### config.mk
export PLATFORM = sky130hd
export DESIGN_NAME = mtc_config_regs
export DESIGN_NICKNAME = d
export VERILOG_FILES = /design/src/mtc_pkg.sv /design/src/mtc_config_regs.sv
export SDC_FILE = /design/constraint.sdc
export NUM_CORES = 1
export LEC_CHECK = 0
export BUFFER_PORTS_ARGS = -buffer_cell sky130_fd_sc_hd__buf_2
export CAP_MARGIN = 20
export CORE_ASPECT_RATIO = 2
export CORE_MARGIN = 4
export CORE_UTILIZATION = 25
export CTS_CLUSTER_SIZE = 30
export DETAILED_ROUTE_END_ITERATION = 12
export MAX_ROUTING_LAYER = met4
export PLACE_DENSITY = 0.56
export SLEW_MARGIN = 25
export SYNTH_ARGS = -nofsm -noshare
export SYNTH_HDL_FRONTEND = slang
export SYNTH_SLANG_ARGS = --single-unit
### constraint.sdc
create_clock -name ref_clk_i -period 3.1 [get_ports ref_clk_i]
set_input_delay 0.465 -clock ref_clk_i [delete_from_list [all_inputs] [get_ports ref_clk_i]]
set_output_delay 0.465 -clock ref_clk_i [all_outputs]
set_load 0.02 [all_outputs]
### src/mtc_pkg.sv
package mtc_pkg;

    // ****************************************************************
    // Register map: indices and byte addresses
    // ****************************************************************
    localparam logic [7:0] IDX_CONFIG_ONE   = 8'h01;
    localparam logic [7:0] IDX_CONFIG_TWO   = 8'h02;
    localparam logic [7:0] IDX_TRIGGER_WORD = 8'h0D;
    localparam logic [7:0] IDX_IRQ_STATUS   = 8'h20;
    localparam logic [7:0] IDX_IRQ_MASK     = 8'h21;
    localparam logic [7:0] ADDR_CONFIG_ONE   = {IDX_CONFIG_ONE[5:0], 2'b00};
    localparam logic [7:0] ADDR_CONFIG_TWO   = {IDX_CONFIG_TWO[5:0], 2'b00};
    localparam logic [7:0] ADDR_TRIGGER_WORD = {IDX_TRIGGER_WORD[5:0], 2'b00};
    localparam logic [7:0] ADDR_IRQ_STATUS   = {IDX_IRQ_STATUS[5:0], 2'b00};
    localparam logic [7:0] ADDR_IRQ_MASK     = {IDX_IRQ_MASK[5:0], 2'b00};

    // ****************************************************************
    // Field positions of the first configuration register
    // ****************************************************************
    localparam int C1_TRIGGER_ENABLE   = 11;
    localparam int C1_START_ON_TRIGGER = 10;
    localparam int C1_STOP_ON_TRIGGER  = 9;
    localparam int C1_EXT_START_SELECT = 7;
    localparam int C1_MONITOR_ENABLED  = 2;
    localparam int C1_MONITOR_TRIGGERED = 1;
    localparam int C1_MONITOR_ACTIVE   = 0;

    // ****************************************************************
    // Field positions of the second configuration register
    // ****************************************************************
    localparam int C2_ENHANCED_IRQ  = 15;
    localparam int C2_RAM_PARITY    = 14;
    localparam int C2_BUSY_TABLE    = 13;
    localparam int C2_DOUBLE_BUFFER = 12;
    localparam int C2_OVERWRITE_INV = 11;
    localparam int C2_BUFFER_WRAP   = 10;
    localparam int C2_TT_RES_LSB    = 7;
    localparam int C2_LOW_FIELD     = 7;
    localparam logic [8:0] C2_RESET = 9'h000;

    // Buffer length after which data buffers wrap while the wrap bit is zero.
    localparam int BUFFER_WRAP_WORDS = 256;

    // ****************************************************************
    // Time-tag resolution encodings
    // ****************************************************************
    localparam logic [2:0] TT_RES_64US   = 3'h0;
    localparam logic [2:0] TT_RES_32US   = 3'h1;
    localparam logic [2:0] TT_RES_16US   = 3'h2;
    localparam logic [2:0] TT_RES_8US    = 3'h3;
    localparam logic [2:0] TT_RES_4US    = 3'h4;
    localparam logic [2:0] TT_RES_2US    = 3'h5;
    localparam logic [2:0] TT_RES_SW     = 3'h6;
    localparam logic [2:0] TT_RES_EXTCLK = 3'h7;

    // ****************************************************************
    // Interrupt status bits
    // ****************************************************************
    localparam int IRQ_TRIGGERED = 0;
    localparam int IRQ_STARTED   = 1;
    localparam int IRQ_STOPPED   = 2;
    localparam int IRQ_BITS      = 3;

    localparam logic [1:0] RESP_OKAY   = 2'h0;
    localparam logic [1:0] RESP_SLVERR = 2'h2;

    typedef struct packed {
        logic       enhanced_irq_enable;
        logic       ram_parity_enable;
        logic       busy_table_enable;
        logic       double_buffer_enable;
        logic       overwrite_invalid_enable;
        logic       buffer_wrap_control;
        logic [2:0] tt_res;
    } mtc_cfg2_t;

    typedef struct packed {
        logic       trigger_enable;
        logic       start_on_trigger;
        logic       stop_on_trigger;
        logic       external_start_select;
    } mtc_cfg1_t;

endpackage

### src/mtc_config_regs.sv
`timescale 1ns/100ps
// Summary of operation
// Stop-on-trigger ends monitoring on trigger word match.
// External select starts monitor on input rising edge.
// External start also needs trigger enable set.
// Bit 2 reads monitor enabled, resets zero.
// Bit 1 set when triggered by match or edge.
// Bit 0 set once monitoring has started.
// Config two bit 15 selects enhanced interrupts.
// Config two bit 14 enables RAM parity checking.
// Config two bit 13 enables busy lookup table.
// Config two bit 12 enables receive double buffering.
// Config two bit 11 overwrites invalid circular data.
// Bit 10 zero wraps buffers after 256 words.
// Bits 9 to 7 select time-tag resolution.
// Trigger enable required before any triggered start.
// Start-on-trigger begins monitoring on trigger word match.
// Resolution codes map 64us down to external clock.
// Unused config one bits read zero, ignore writes.
module mtc_config_regs #(
    parameter int ADDR_W = 8
) (
    input  wire logic              ref_clk_i,                // Device clock, 20 MHz.
    input  wire logic              sys_rst_i,                // Synchronous reset, active high.
    input  wire logic [ADDR_W-1:0] s_axi_awaddr_i,           // Write address.
    input  wire logic              s_axi_awvalid_i,          // Write address valid.
    output logic                   s_axi_awready_o,          // Write address ready.
    input  wire logic [31:0]       s_axi_wdata_i,            // Write data.
    input  wire logic [3:0]        s_axi_wstrb_i,            // Write byte strobes.
    input  wire logic              s_axi_wvalid_i,           // Write data valid.
    output logic                   s_axi_wready_o,           // Write data ready.
    output logic [1:0]             s_axi_bresp_o,            // Write response.
    output logic                   s_axi_bvalid_o,           // Write response valid.
    input  wire logic              s_axi_bready_i,           // Write response ready.
    input  wire logic [ADDR_W-1:0] s_axi_araddr_i,           // Read address.
    input  wire logic              s_axi_arvalid_i,          // Read address valid.
    output logic                   s_axi_arready_o,          // Read address ready.
    output logic [31:0]            s_axi_rdata_o,            // Read data.
    output logic [1:0]             s_axi_rresp_o,            // Read response.
    output logic                   s_axi_rvalid_o,           // Read data valid.
    input  wire logic              s_axi_rready_i,           // Read data ready.
    input  wire logic              monitor_enable_i,         // Word monitor enabled by mode logic.
    input  wire logic              rx_word_valid_i,          // One-cycle strobe: valid word received.
    input  wire logic [15:0]       rx_word_i,                // Received word.
    input  wire logic              external_start_input_i,   // External trigger input level.
    output logic                   monitor_active_o,         // Word monitor is monitoring.
    output logic                   enhanced_irq_enable_o,    // Enhanced interrupt behaviour.
    output logic                   ram_parity_enable_o,      // RAM parity checking on.
    output logic                   busy_table_enable_o,      // Busy lookup table in use.
    output logic                   double_buffer_enable_o,   // Receive double buffering on.
    output logic                   overwrite_invalid_enable_o, // Overwrite invalid circular data.
    output logic                   buffer_wrap_256_o,        // Buffers wrap after 256 words.
    output logic [2:0]             time_tag_res_o,           // Time-tag resolution code.
    output logic                   irq_o                     // Level interrupt, active high.
);

    // ****************************************************************
    // State
    // ****************************************************************
    typedef struct packed {
        mtc_pkg::mtc_cfg1_t          cfg1;
        mtc_pkg::mtc_cfg2_t          cfg2;
        logic [15:0]                 trigger_word;
        logic [mtc_pkg::IRQ_BITS-1:0] irq_status;
        logic [mtc_pkg::IRQ_BITS-1:0] irq_mask;
        logic                        irq;
        logic                        mon_en;
        logic                        mon_triggered;
        logic                        mon_active;
        logic                        mon_stopped;
        logic                        ext_prev;
        logic                        aw_ready;
        logic                        w_ready;
        logic                        ar_ready;
        logic [ADDR_W-1:0]           waddr;
        logic [15:0]                 wdata;
        logic [1:0]                  wstrb;
        logic                        bvalid;
        logic [1:0]                  bresp;
        logic                        rvalid;
        logic [31:0]                 rdata;
        logic [1:0]                  rresp;
    } mtc_state_t;

    mtc_state_t st;
    mtc_state_t next_st;

    // Every address bit is decoded; no aliases.
    function automatic logic mtc_hit(input logic [ADDR_W-1:0] a, input logic [7:0] reg_addr);
        mtc_hit = (a == ADDR_W'(reg_addr));
    endfunction

    function automatic logic [15:0] mtc_merge(input logic [15:0] old_v, input logic [15:0] new_v,
                                              input logic [1:0] be);
        mtc_merge = {be[1] ? new_v[15:8] : old_v[15:8], be[0] ? new_v[7:0] : old_v[7:0]};
    endfunction

    logic [15:0] cfg1_word;
    logic [15:0] cfg2_word;
    logic        word_match;
    logic        ext_rise;
    logic        start_armed;
    logic        start_event;
    logic        stop_event;
    logic        trig_event;
    logic [mtc_pkg::IRQ_BITS-1:0] irq_set;
    logic [mtc_pkg::IRQ_BITS-1:0] irq_clr;
    logic [15:0] merged;

    always_comb begin
        cfg1_word = 16'h0000;
        cfg1_word[mtc_pkg::C1_TRIGGER_ENABLE]    = st.cfg1.trigger_enable;
        cfg1_word[mtc_pkg::C1_START_ON_TRIGGER]  = st.cfg1.start_on_trigger;
        cfg1_word[mtc_pkg::C1_STOP_ON_TRIGGER]   = st.cfg1.stop_on_trigger;
        cfg1_word[mtc_pkg::C1_EXT_START_SELECT]  = st.cfg1.external_start_select;
        cfg1_word[mtc_pkg::C1_MONITOR_ENABLED]   = st.mon_en;
        cfg1_word[mtc_pkg::C1_MONITOR_TRIGGERED] = st.mon_triggered;
        cfg1_word[mtc_pkg::C1_MONITOR_ACTIVE]    = st.mon_active;
        cfg2_word = {st.cfg2.enhanced_irq_enable, st.cfg2.ram_parity_enable, st.cfg2.busy_table_enable,
                     st.cfg2.double_buffer_enable, st.cfg2.overwrite_invalid_enable,
                     st.cfg2.buffer_wrap_control, st.cfg2.tt_res, 7'h00};
    end

    // ****************************************************************
    // Word monitor start and stop
    // ****************************************************************
    always_comb begin
        word_match  = rx_word_valid_i && (rx_word_i == st.trigger_word);
        ext_rise    = external_start_input_i && !st.ext_prev;
        // A monitor with no triggered start configured runs as soon as it is enabled.
        start_armed = st.cfg1.trigger_enable && (st.cfg1.start_on_trigger || st.cfg1.external_start_select);
        start_event = st.mon_en && !st.mon_active && !st.mon_stopped &&
                      (!start_armed ||
                       (st.cfg1.trigger_enable && st.cfg1.start_on_trigger && word_match) ||
                       (st.cfg1.trigger_enable && st.cfg1.external_start_select && ext_rise));
        stop_event  = st.mon_en && st.mon_active && st.cfg1.stop_on_trigger && word_match;
        trig_event  = st.mon_en && st.cfg1.trigger_enable &&
                      ((word_match && (st.cfg1.start_on_trigger || st.cfg1.stop_on_trigger)) ||
                       (st.cfg1.external_start_select && ext_rise));
        irq_set = '0;
        irq_set[mtc_pkg::IRQ_TRIGGERED] = trig_event;
        irq_set[mtc_pkg::IRQ_STARTED]   = start_event && start_armed;
        irq_set[mtc_pkg::IRQ_STOPPED]   = stop_event;
    end

    // ****************************************************************
    // Next state
    // ****************************************************************
    always_comb begin
        next_st  = st;
        irq_clr  = '0;
        merged   = 16'h0000;

        next_st.ext_prev = external_start_input_i;
        next_st.mon_en   = monitor_enable_i;
        if (!st.mon_en) begin
            next_st.mon_triggered = 1'b0;
            next_st.mon_active    = 1'b0;
            next_st.mon_stopped   = 1'b0;
        end else begin
            if (trig_event) begin
                next_st.mon_triggered = 1'b1;
            end
            if (start_event) begin
                next_st.mon_active = 1'b1;
            end
            if (stop_event) begin
                next_st.mon_active  = 1'b0;
                next_st.mon_stopped = 1'b1;
            end
        end

        // Write channel: address and data are taken in either order.
        if (st.aw_ready && s_axi_awvalid_i) begin
            next_st.aw_ready = 1'b0;
            next_st.waddr    = s_axi_awaddr_i;
        end
        if (st.w_ready && s_axi_wvalid_i) begin
            next_st.w_ready = 1'b0;
            next_st.wdata   = s_axi_wdata_i[15:0];
            next_st.wstrb   = s_axi_wstrb_i[1:0];
        end
        if (!st.aw_ready && !st.w_ready && !st.bvalid) begin
            next_st.bvalid = 1'b1;
            next_st.bresp  = mtc_pkg::RESP_OKAY;
            if (mtc_hit(st.waddr, mtc_pkg::ADDR_CONFIG_ONE)) begin
                merged = mtc_merge(cfg1_word, st.wdata, st.wstrb);
                next_st.cfg1.trigger_enable        = merged[mtc_pkg::C1_TRIGGER_ENABLE];
                next_st.cfg1.start_on_trigger      = merged[mtc_pkg::C1_START_ON_TRIGGER];
                next_st.cfg1.stop_on_trigger       = merged[mtc_pkg::C1_STOP_ON_TRIGGER];
                next_st.cfg1.external_start_select = merged[mtc_pkg::C1_EXT_START_SELECT];
            end else if (mtc_hit(st.waddr, mtc_pkg::ADDR_CONFIG_TWO)) begin
                merged = mtc_merge(cfg2_word, st.wdata, st.wstrb);
                next_st.cfg2 = merged[15:mtc_pkg::C2_LOW_FIELD];
            end else if (mtc_hit(st.waddr, mtc_pkg::ADDR_TRIGGER_WORD)) begin
                next_st.trigger_word = mtc_merge(st.trigger_word, st.wdata, st.wstrb);
            end else if (mtc_hit(st.waddr, mtc_pkg::ADDR_IRQ_STATUS)) begin
                irq_clr = st.wstrb[0] ? st.wdata[mtc_pkg::IRQ_BITS-1:0] : '0;
            end else if (mtc_hit(st.waddr, mtc_pkg::ADDR_IRQ_MASK)) begin
                if (st.wstrb[0]) begin
                    next_st.irq_mask = st.wdata[mtc_pkg::IRQ_BITS-1:0];
                end
            end else begin
                next_st.bresp = mtc_pkg::RESP_SLVERR;
            end
        end
        if (st.bvalid && s_axi_bready_i) begin
            next_st.bvalid   = 1'b0;
            next_st.aw_ready = 1'b1;
            next_st.w_ready  = 1'b1;
        end

        // Setting wins over a write-one clear in the same cycle.
        next_st.irq_status = (st.irq_status & ~irq_clr) | irq_set;
        next_st.irq        = |(next_st.irq_status & next_st.irq_mask);

        // Read channel: data is returned one cycle after the address is taken.
        if (st.ar_ready && s_axi_arvalid_i) begin
            next_st.ar_ready = 1'b0;
            next_st.rvalid   = 1'b1;
            next_st.rresp    = mtc_pkg::RESP_OKAY;
            next_st.rdata    = 32'h0000_0000;
            if (mtc_hit(s_axi_araddr_i, mtc_pkg::ADDR_CONFIG_ONE)) begin
                next_st.rdata[15:0] = cfg1_word;
            end else if (mtc_hit(s_axi_araddr_i, mtc_pkg::ADDR_CONFIG_TWO)) begin
                next_st.rdata[15:0] = cfg2_word;
            end else if (mtc_hit(s_axi_araddr_i, mtc_pkg::ADDR_TRIGGER_WORD)) begin
                next_st.rdata[15:0] = st.trigger_word;
            end else if (mtc_hit(s_axi_araddr_i, mtc_pkg::ADDR_IRQ_STATUS)) begin
                next_st.rdata[mtc_pkg::IRQ_BITS-1:0] = st.irq_status;
            end else if (mtc_hit(s_axi_araddr_i, mtc_pkg::ADDR_IRQ_MASK)) begin
                next_st.rdata[mtc_pkg::IRQ_BITS-1:0] = st.irq_mask;
            end else begin
                next_st.rresp = mtc_pkg::RESP_SLVERR;
            end
        end
        if (st.rvalid && s_axi_rready_i) begin
            next_st.rvalid   = 1'b0;
            next_st.ar_ready = 1'b1;
        end
    end

    always_ff @(posedge ref_clk_i) begin
        if (sys_rst_i) begin
            st          <= '0;
            st.cfg2     <= mtc_pkg::C2_RESET;
            st.aw_ready <= 1'b1;
            st.w_ready  <= 1'b1;
            st.ar_ready <= 1'b1;
        end else begin
            st <= next_st;
        end
    end

    // ****************************************************************
    // Outputs
    // ****************************************************************
    assign s_axi_awready_o            = st.aw_ready;
    assign s_axi_wready_o             = st.w_ready;
    assign s_axi_bresp_o              = st.bresp;
    assign s_axi_bvalid_o             = st.bvalid;
    assign s_axi_arready_o            = st.ar_ready;
    assign s_axi_rdata_o              = st.rdata;
    assign s_axi_rresp_o              = st.rresp;
    assign s_axi_rvalid_o             = st.rvalid;
    assign monitor_active_o           = st.mon_active;
    assign enhanced_irq_enable_o      = st.cfg2.enhanced_irq_enable;
    assign ram_parity_enable_o        = st.cfg2.ram_parity_enable;
    assign busy_table_enable_o        = st.cfg2.busy_table_enable;
    assign double_buffer_enable_o     = st.cfg2.double_buffer_enable;
    assign overwrite_invalid_enable_o = st.cfg2.overwrite_invalid_enable;
    assign buffer_wrap_256_o          = !st.cfg2.buffer_wrap_control;
    assign time_tag_res_o             = st.cfg2.tt_res;
    assign irq_o                      = st.irq;

endmodule

Yosys cells after proc, flatten, opt, wreduce, memory -nomap -nowiden
Cells that the tools add are included.
{ "totals": {"wordCells": 129, "inputBits": 78, "output_inout_bits": 52, "regBits": 92} }
{ "classes": {"mux": 29, "bitwise": 7, "reduce_logical": 49, "eq_ne": 11} }
{ "op_table": {"columns": ["operator", "count"], "rows": [
  ["$mux 3", 16],
  ["$eq 8x8->1 const B", 4],
  ["$mux 16", 2],
  ["$logic_and 1x1->1", 25],
  ["$mux 2", 10],
  ["$eq 16x16->1", 1],
  ["$eq 8x3->1 const B", 2],
  ["$eq 8x4->1 const B", 2],
  ["$eq 8x6->1 const B", 2],
  ["$mux 13", 1],
  ["$reduce_and 5->1", 2],
  ["$logic_not 1->1", 8],
  ["$reduce_and 4->1", 2],
  ["$and 3x3->3", 2],
  ["$reduce_and 3->1", 2],
  ["$reduce_or 2->1", 3],
  ["$reduce_or 3->1", 2],
  ["$logic_or 1x1->1", 5],
  ["$not 1->1", 3],
  ["$not 3->3", 1],
  ["$or 3x3->3", 1]
]} }

Logic depth before layout (Yosys ltp)
{ "depth": {"word_depth": 11, "depth_mapped": 6} }

Least setup slack after synthesis
No wires, ideal clock.
{ "synth_path": {"path_type": "in2reg", "from": "input port s_axi_araddr_i[1]", "to": "register st, in the netlist s_axi_rdata_o[7]", "path_slack_ns": 1.218, "arrival_ns": 1.791, "path_stages": 5, "setup_ns": 0.091, "cell_sequence": "or3_4 > nor4_4 > buf_2 > nand2_1 > a311oi_1"} }
{ "synth_between": {"elab_chain_cells": 4, "word_cells_on_any_way": 6, "classes_between": "eq/ne: 3; mux: 3"} }
{ "synth_lines": {"columns": ["element", "line", "rtl"], "rows": [
  ["start: declaration", "mtc_config_regs.sv:35", "input wire logic [ADDR_W-1:0] s_axi_araddr_i,"],
  ["$eq 8x6->1", "mtc_config_regs.sv:90", "mtc_hit = (a == ADDR_W'(reg_addr));"],
  ["$mux 13", "mtc_config_regs.sv:227", "end else if (mtc_hit(s_axi_araddr_i, mtc_pkg::ADDR_TRIGGER_WORD)) begin"],
  ["$mux 16", "mtc_config_regs.sv:225", "end else if (mtc_hit(s_axi_araddr_i, mtc_pkg::ADDR_CONFIG_TWO)) begin"],
  ["$mux 16 (*)", "mtc_config_regs.sv:223", "if (mtc_hit(s_axi_araddr_i, mtc_pkg::ADDR_CONFIG_ONE)) begin"],
  ["end signal: assignment", "mtc_config_regs.sv:251", "st <= next_st;"],
  ["end: declaration", "mtc_config_regs.sv:85", "mtc_state_t st;"]
]} }
Every way passes the cells marked *; elsewhere a longest branch is shown, timed or not.
A chain may end at the register's enable or synchronous reset.

Final worst setup path
{ "layout_path": {"from": "register st[82] in the netlist's numbering", "to": "register st, in the netlist irq_o"} }
{ "layout_between": {"elab_chain_cells": 10, "word_cells_on_any_way": 14, "classes_between": "eq/ne: 1; bitwise: 2; reduce/logical: 11"} }
{ "layout_lines": {"columns": ["element", "line", "rtl"], "rows": [
  ["$eq 16x16->1 (*)", "mtc_config_regs.sv:128", "word_match = rx_word_valid_i && (rx_word_i == st.trigger_word);"],
  ["$logic_and 1x1->1 (*)", "mtc_config_regs.sv:128", null],
  ["$logic_and 1x1->1", "mtc_config_regs.sv:134", "(st.cfg1.trigger_enable && st.cfg1.start_on_trigger && word_match) ||"],
  ["$logic_or 1x1->1", "mtc_config_regs.sv:133", "(!start_armed ||"],
  ["$logic_or 1x1->1", "mtc_config_regs.sv:134", null],
  ["$logic_and 1x1->1", "mtc_config_regs.sv:132", "start_event = st.mon_en && !st.mon_active && !st.mon_stopped &&"],
  ["$logic_and 1x1->1", "mtc_config_regs.sv:142", "irq_set[mtc_pkg::IRQ_STARTED] = start_event && start_armed;"],
  ["$or 3x3->3 (*)", "mtc_config_regs.sv:214", "next_st.irq_status = (st.irq_status & ~irq_clr) | irq_set;"],
  ["$and 3x3->3 (*)", "mtc_config_regs.sv:215", "next_st.irq = |(next_st.irq_status & next_st.irq_mask);"],
  ["$reduce_or 3->1 (*)", "mtc_config_regs.sv:215", null]
]} }
Marks and branches as above.

==> summary.md <==
| Metric | Value |
|---|---|
| Largest net degree at the start of global routing | `47` |
| Via count | `3364` |
| Antenna-violating nets left | `0` |
| Detailed Routing Iterations Pass 1 | `4` |
| Vias in the first global route | `~3300` |
| Slew margin rel. | `0.433` |
| Status | `completed` |
| Die height | `189 um` |
| Area Overhead vs Synth | `17.7%` |
| RePlAce Congestion | `around 0.88` |
| Hold WS | `between 0.3 and 0.4 ns` |
| Post-CTS Hold Buffers | `0` |
| Pwr dens | `roughly 520 mW/mm^2` |
| CTS root buffer | `clkbuf_16` |
| CTS H-Tree Depth | `3` |
| Drt total wl | `11200 um` |
| I/O Pins | `130` |
| Final setup viols | `0` |
| Post-synthesis sequential area ratio | `0.438` |
| Die X | `slightly below 100 um` |
| Setup CP Type | `flop to flop` |
| Layout cells sized above 1 | `0.237` |
| Asr flop ratio synth | `0` |
| Total power draw | `2.52 mW` |
| Reg2Reg Depth | `7` |
| HP Class | `input port to flop` |
| Hold Fails Final Rpt | `0` |
| Total grt overflow | `0` |
| Max Slew Vio Count | `0` |
| CTS tree | `done` |
| WHS Endpoint | `s_axi_wready_o$_SDFFE_PP1P_` |
| Longest Clk Path Bufs | `2` |
| NumNets Final | `a little over 600` |
| Tightest Pin Transition | `~0.85 ns` |
| CP required | `between 3 and 4 ns` |
| Critical path startpoint | `st[82]$_SDFFE_PP0P_` |
| Syn Area/Cell | `about 8.8 sq um` |
| # rows | `66` |
| # diodes | `0` |
| Clock Skew | `approximately 0.009 ns` |
| Worst-Skew Late Latency | `roughly 0.34 ns` |
| Fillcell total | `between 1500 and 2000` |
| Tmin final | `roughly 2.2 ns` |
| CP max FO | `4` |
| Worst setup SP type | `flop` |
| First-pass GRT wire length | `17400 um` |
| RR Startpoint | `st[82]$_SDFFE_PP0P_` |
| Post-CTS Repair Setup Buffers | `0` |
| EDFF count, synth | `0` |
| IO Port Bufs | `93` |
| Post-synth top flop | `dfxtp_1` |
| Cells after Synth | `between 400 and 500` |
| Lkg Pwr | `roughly 2.1 nW` |
| Post-DP HPWL | `slightly below 9000 um` |
| GR Util All Layers | `0.123` |
| Hold Startpoint | `s_axi_wvalid_i` |
| Final period util | `0.717` |
| WHS Path Cells | `2` |
| Drt wl/cell | `about 15 um` |
| Max VDD drop | `around 0.21 mV` |
| Fin Setup TNS | `0 ns` |
| Initial antenna violation count | `0` |
| Max-Cap Viols | `0` |
| Core box area | `~0.016 sq mm` |
| Final routed DRC violation total | `0` |
| Initial cell density of the core | `0.254` |
| R2R Setup Slk | `between 0.8 and 0.9 ns` |
| Total die area | `0.0187 sq mm` |
| Synth Cell Area | `between 0.004 and 0.005 sq mm` |
| F_max | `0.450 GHz` |
| Post-CTS Resized | `0` |
| DR vias/cell | `between 4 and 5` |
| Post-synth cell types | `52` |
| Worst Path Arrival | `~2.5 ns` |
| Clock Sinks | `90` |
| Total CTS buffers | `9` |
| Yosys warning count | `0` |
| RSZ-0062 raised after global routing | `false` |
| Worst setup EP type | `flop` |
| FF-to-FF End | `irq_o$_SDFF_PP0_` |
| Initial DRC count | `between 150 and 200` |
| Clk slew on worst S/H paths | `0.07 ns` |
| Seq cells post-synth | `90` |
sequential cells by signal, summed over array words and instances (netlist names):
signal                      flops
st                             50
s_axi_rdata_o                  16
cfg1_word                       6
time_tag_res_o                  3
busy_table_enable_o             1
cfg2_word                       1
double_buffer_enable_o          1
enhanced_irq_enable_o           1
irq_o                           1
monitor_active_o                1
overwrite_invalid_enable_o      1
ram_parity_enable_o             1
s_axi_arready_o                 1
s_axi_awready_o                 1
s_axi_bresp_o                   1
s_axi_bvalid_o                  1
s_axi_rresp_o                   1
s_axi_rvalid_o                  1
s_axi_wready_o                  1
area by class of cell:
cell class,count,area (sq um),share of cell area
clock inverter,7,60.1,0.0124
tap,204,255,0.0527
timing repair buffer,96,500,0.103
multi-input combinational,329,1980,0.409
inverter,5,18.8,0.00387
sequential,90,1800,0.372
clock buffer,9,225,0.0465
worst max-delay path by stage:
stage                                               end  cells after the start
after global placement                 irq_o$_SDFF_PP0_                      8
final                                  irq_o$_SDFF_PP0_                      7
after global routing                   irq_o$_SDFF_PP0_                      7
after detailed placement               irq_o$_SDFF_PP0_                      8
after floorplan           s_axi_rdata_o[7]$_SDFFE_PP0P_                      5
after CTS                              irq_o$_SDFF_PP0_                      7
kinds of logic after synthesis:
| family | share of synthesized area |
|---|---|
| XOR/XNOR | 0.0362 |
| AND/OR/NAND/NOR | 0.239 |
| other | 0.000912 |
| AO/OA/AOI/OAI | 0.111 |
| flip-flops | 0.438 |
| buffers and inverters | 0.0958 |
| multiplexers | 0.0791 |
metal layers:
layer | global-route usage | vias to the layer above | part of all wire
met3 | 0.0240 | 20 | 0.048
met4 | 0.0552 | 0 | 0.028
met2 | 0.224 | 97 | 0.55
met1 | 0.125 | 1553 | 0.38
met5 | - | - | 0
li1 | - | 1694 | -
power breakdown:
group | internal, mW | total (mW) | switching, mW | leakage [nW]
Sequential | 1.20 | 1.24 | 0.0407 | 0.733
Clock | 0.556 | 1.04 | 0.482 | 0.131
Combinational | 0.0894 | 0.244 | 0.154 | 1.25
cells in the mapped netlist, types with 2 or more instances:
library cell / instances / area [sq um]
buf_4: 39 / 293
dfxtp_1: 90 / 1800
nor2b_1: 4 / 25.0
buf_2: 3 / 15.0
inv_1: 5 / 18.8
nor3_1: 12 / 60.1
o21ai_1: 2 / 10.0
nand2b_1: 3 / 18.8
a21oi_1: 40 / 200
nand3_1: 20 / 100
a222oi_1: 5 / 50.1
and2_1: 2 / 12.5
or3_1: 2 / 12.5
mux2_1: 3 / 33.8
nor2_2: 2 / 12.5
nor2_1: 51 / 191
clkbuf_1: 16 / 60.1
a211oi_1: 5 / 37.5
a221oi_1: 5 / 43.8
a311oi_1: 2 / 17.5
xnor2_1: 2 / 17.5
nor4_1: 4 / 25.0
a32oi_1: 2 / 17.5
mux2i_1: 28 / 280
nand2_1: 71 / 267
a22oi_1: 2 / 15.0
buf_1: 2 / 7.51
o21ai_0: 4 / 20.0
xor2_1: 15 / 131
nor4_4: 3 / 63.8
nand4_4: 2 / 42.5
critical path, stage by stage (launching register included):
cell and delay, ns:
dfxtp_1 0.34, xor2_1 0.16, nor4_1 0.43, buf_4 0.19, nand3_1 0.12, o31ai_1 0.40, a32oi_1 0.19, o311ai_1 0.29
stage by stage:
stage,cell area (sq um),utilization,setup WS (ns),instances
final,4840,0.299,0.878,740
after global routing,4840,0.299,0.722,740
after CTS,4840,0.299,0.755,740
after detailed placement,4560,0.282,0.550,724
after global placement,4560,0.282,0.528,724
after floorplan,4180,-,1.22,484
layout by cell type (no fill, tap or decap), drive strengths merged, types with 6 or more instances in the layout:
cell type and n:
inv 8, nand2 71, dfxtp 90, conb 18
o21ai 6, xor2 15, nand3 20, clkbuf 9
nor2 53, a21oi 40, nor4 8, buf 96
mux2i 28, nor3 13
Power figures use the tool's default switching activity.
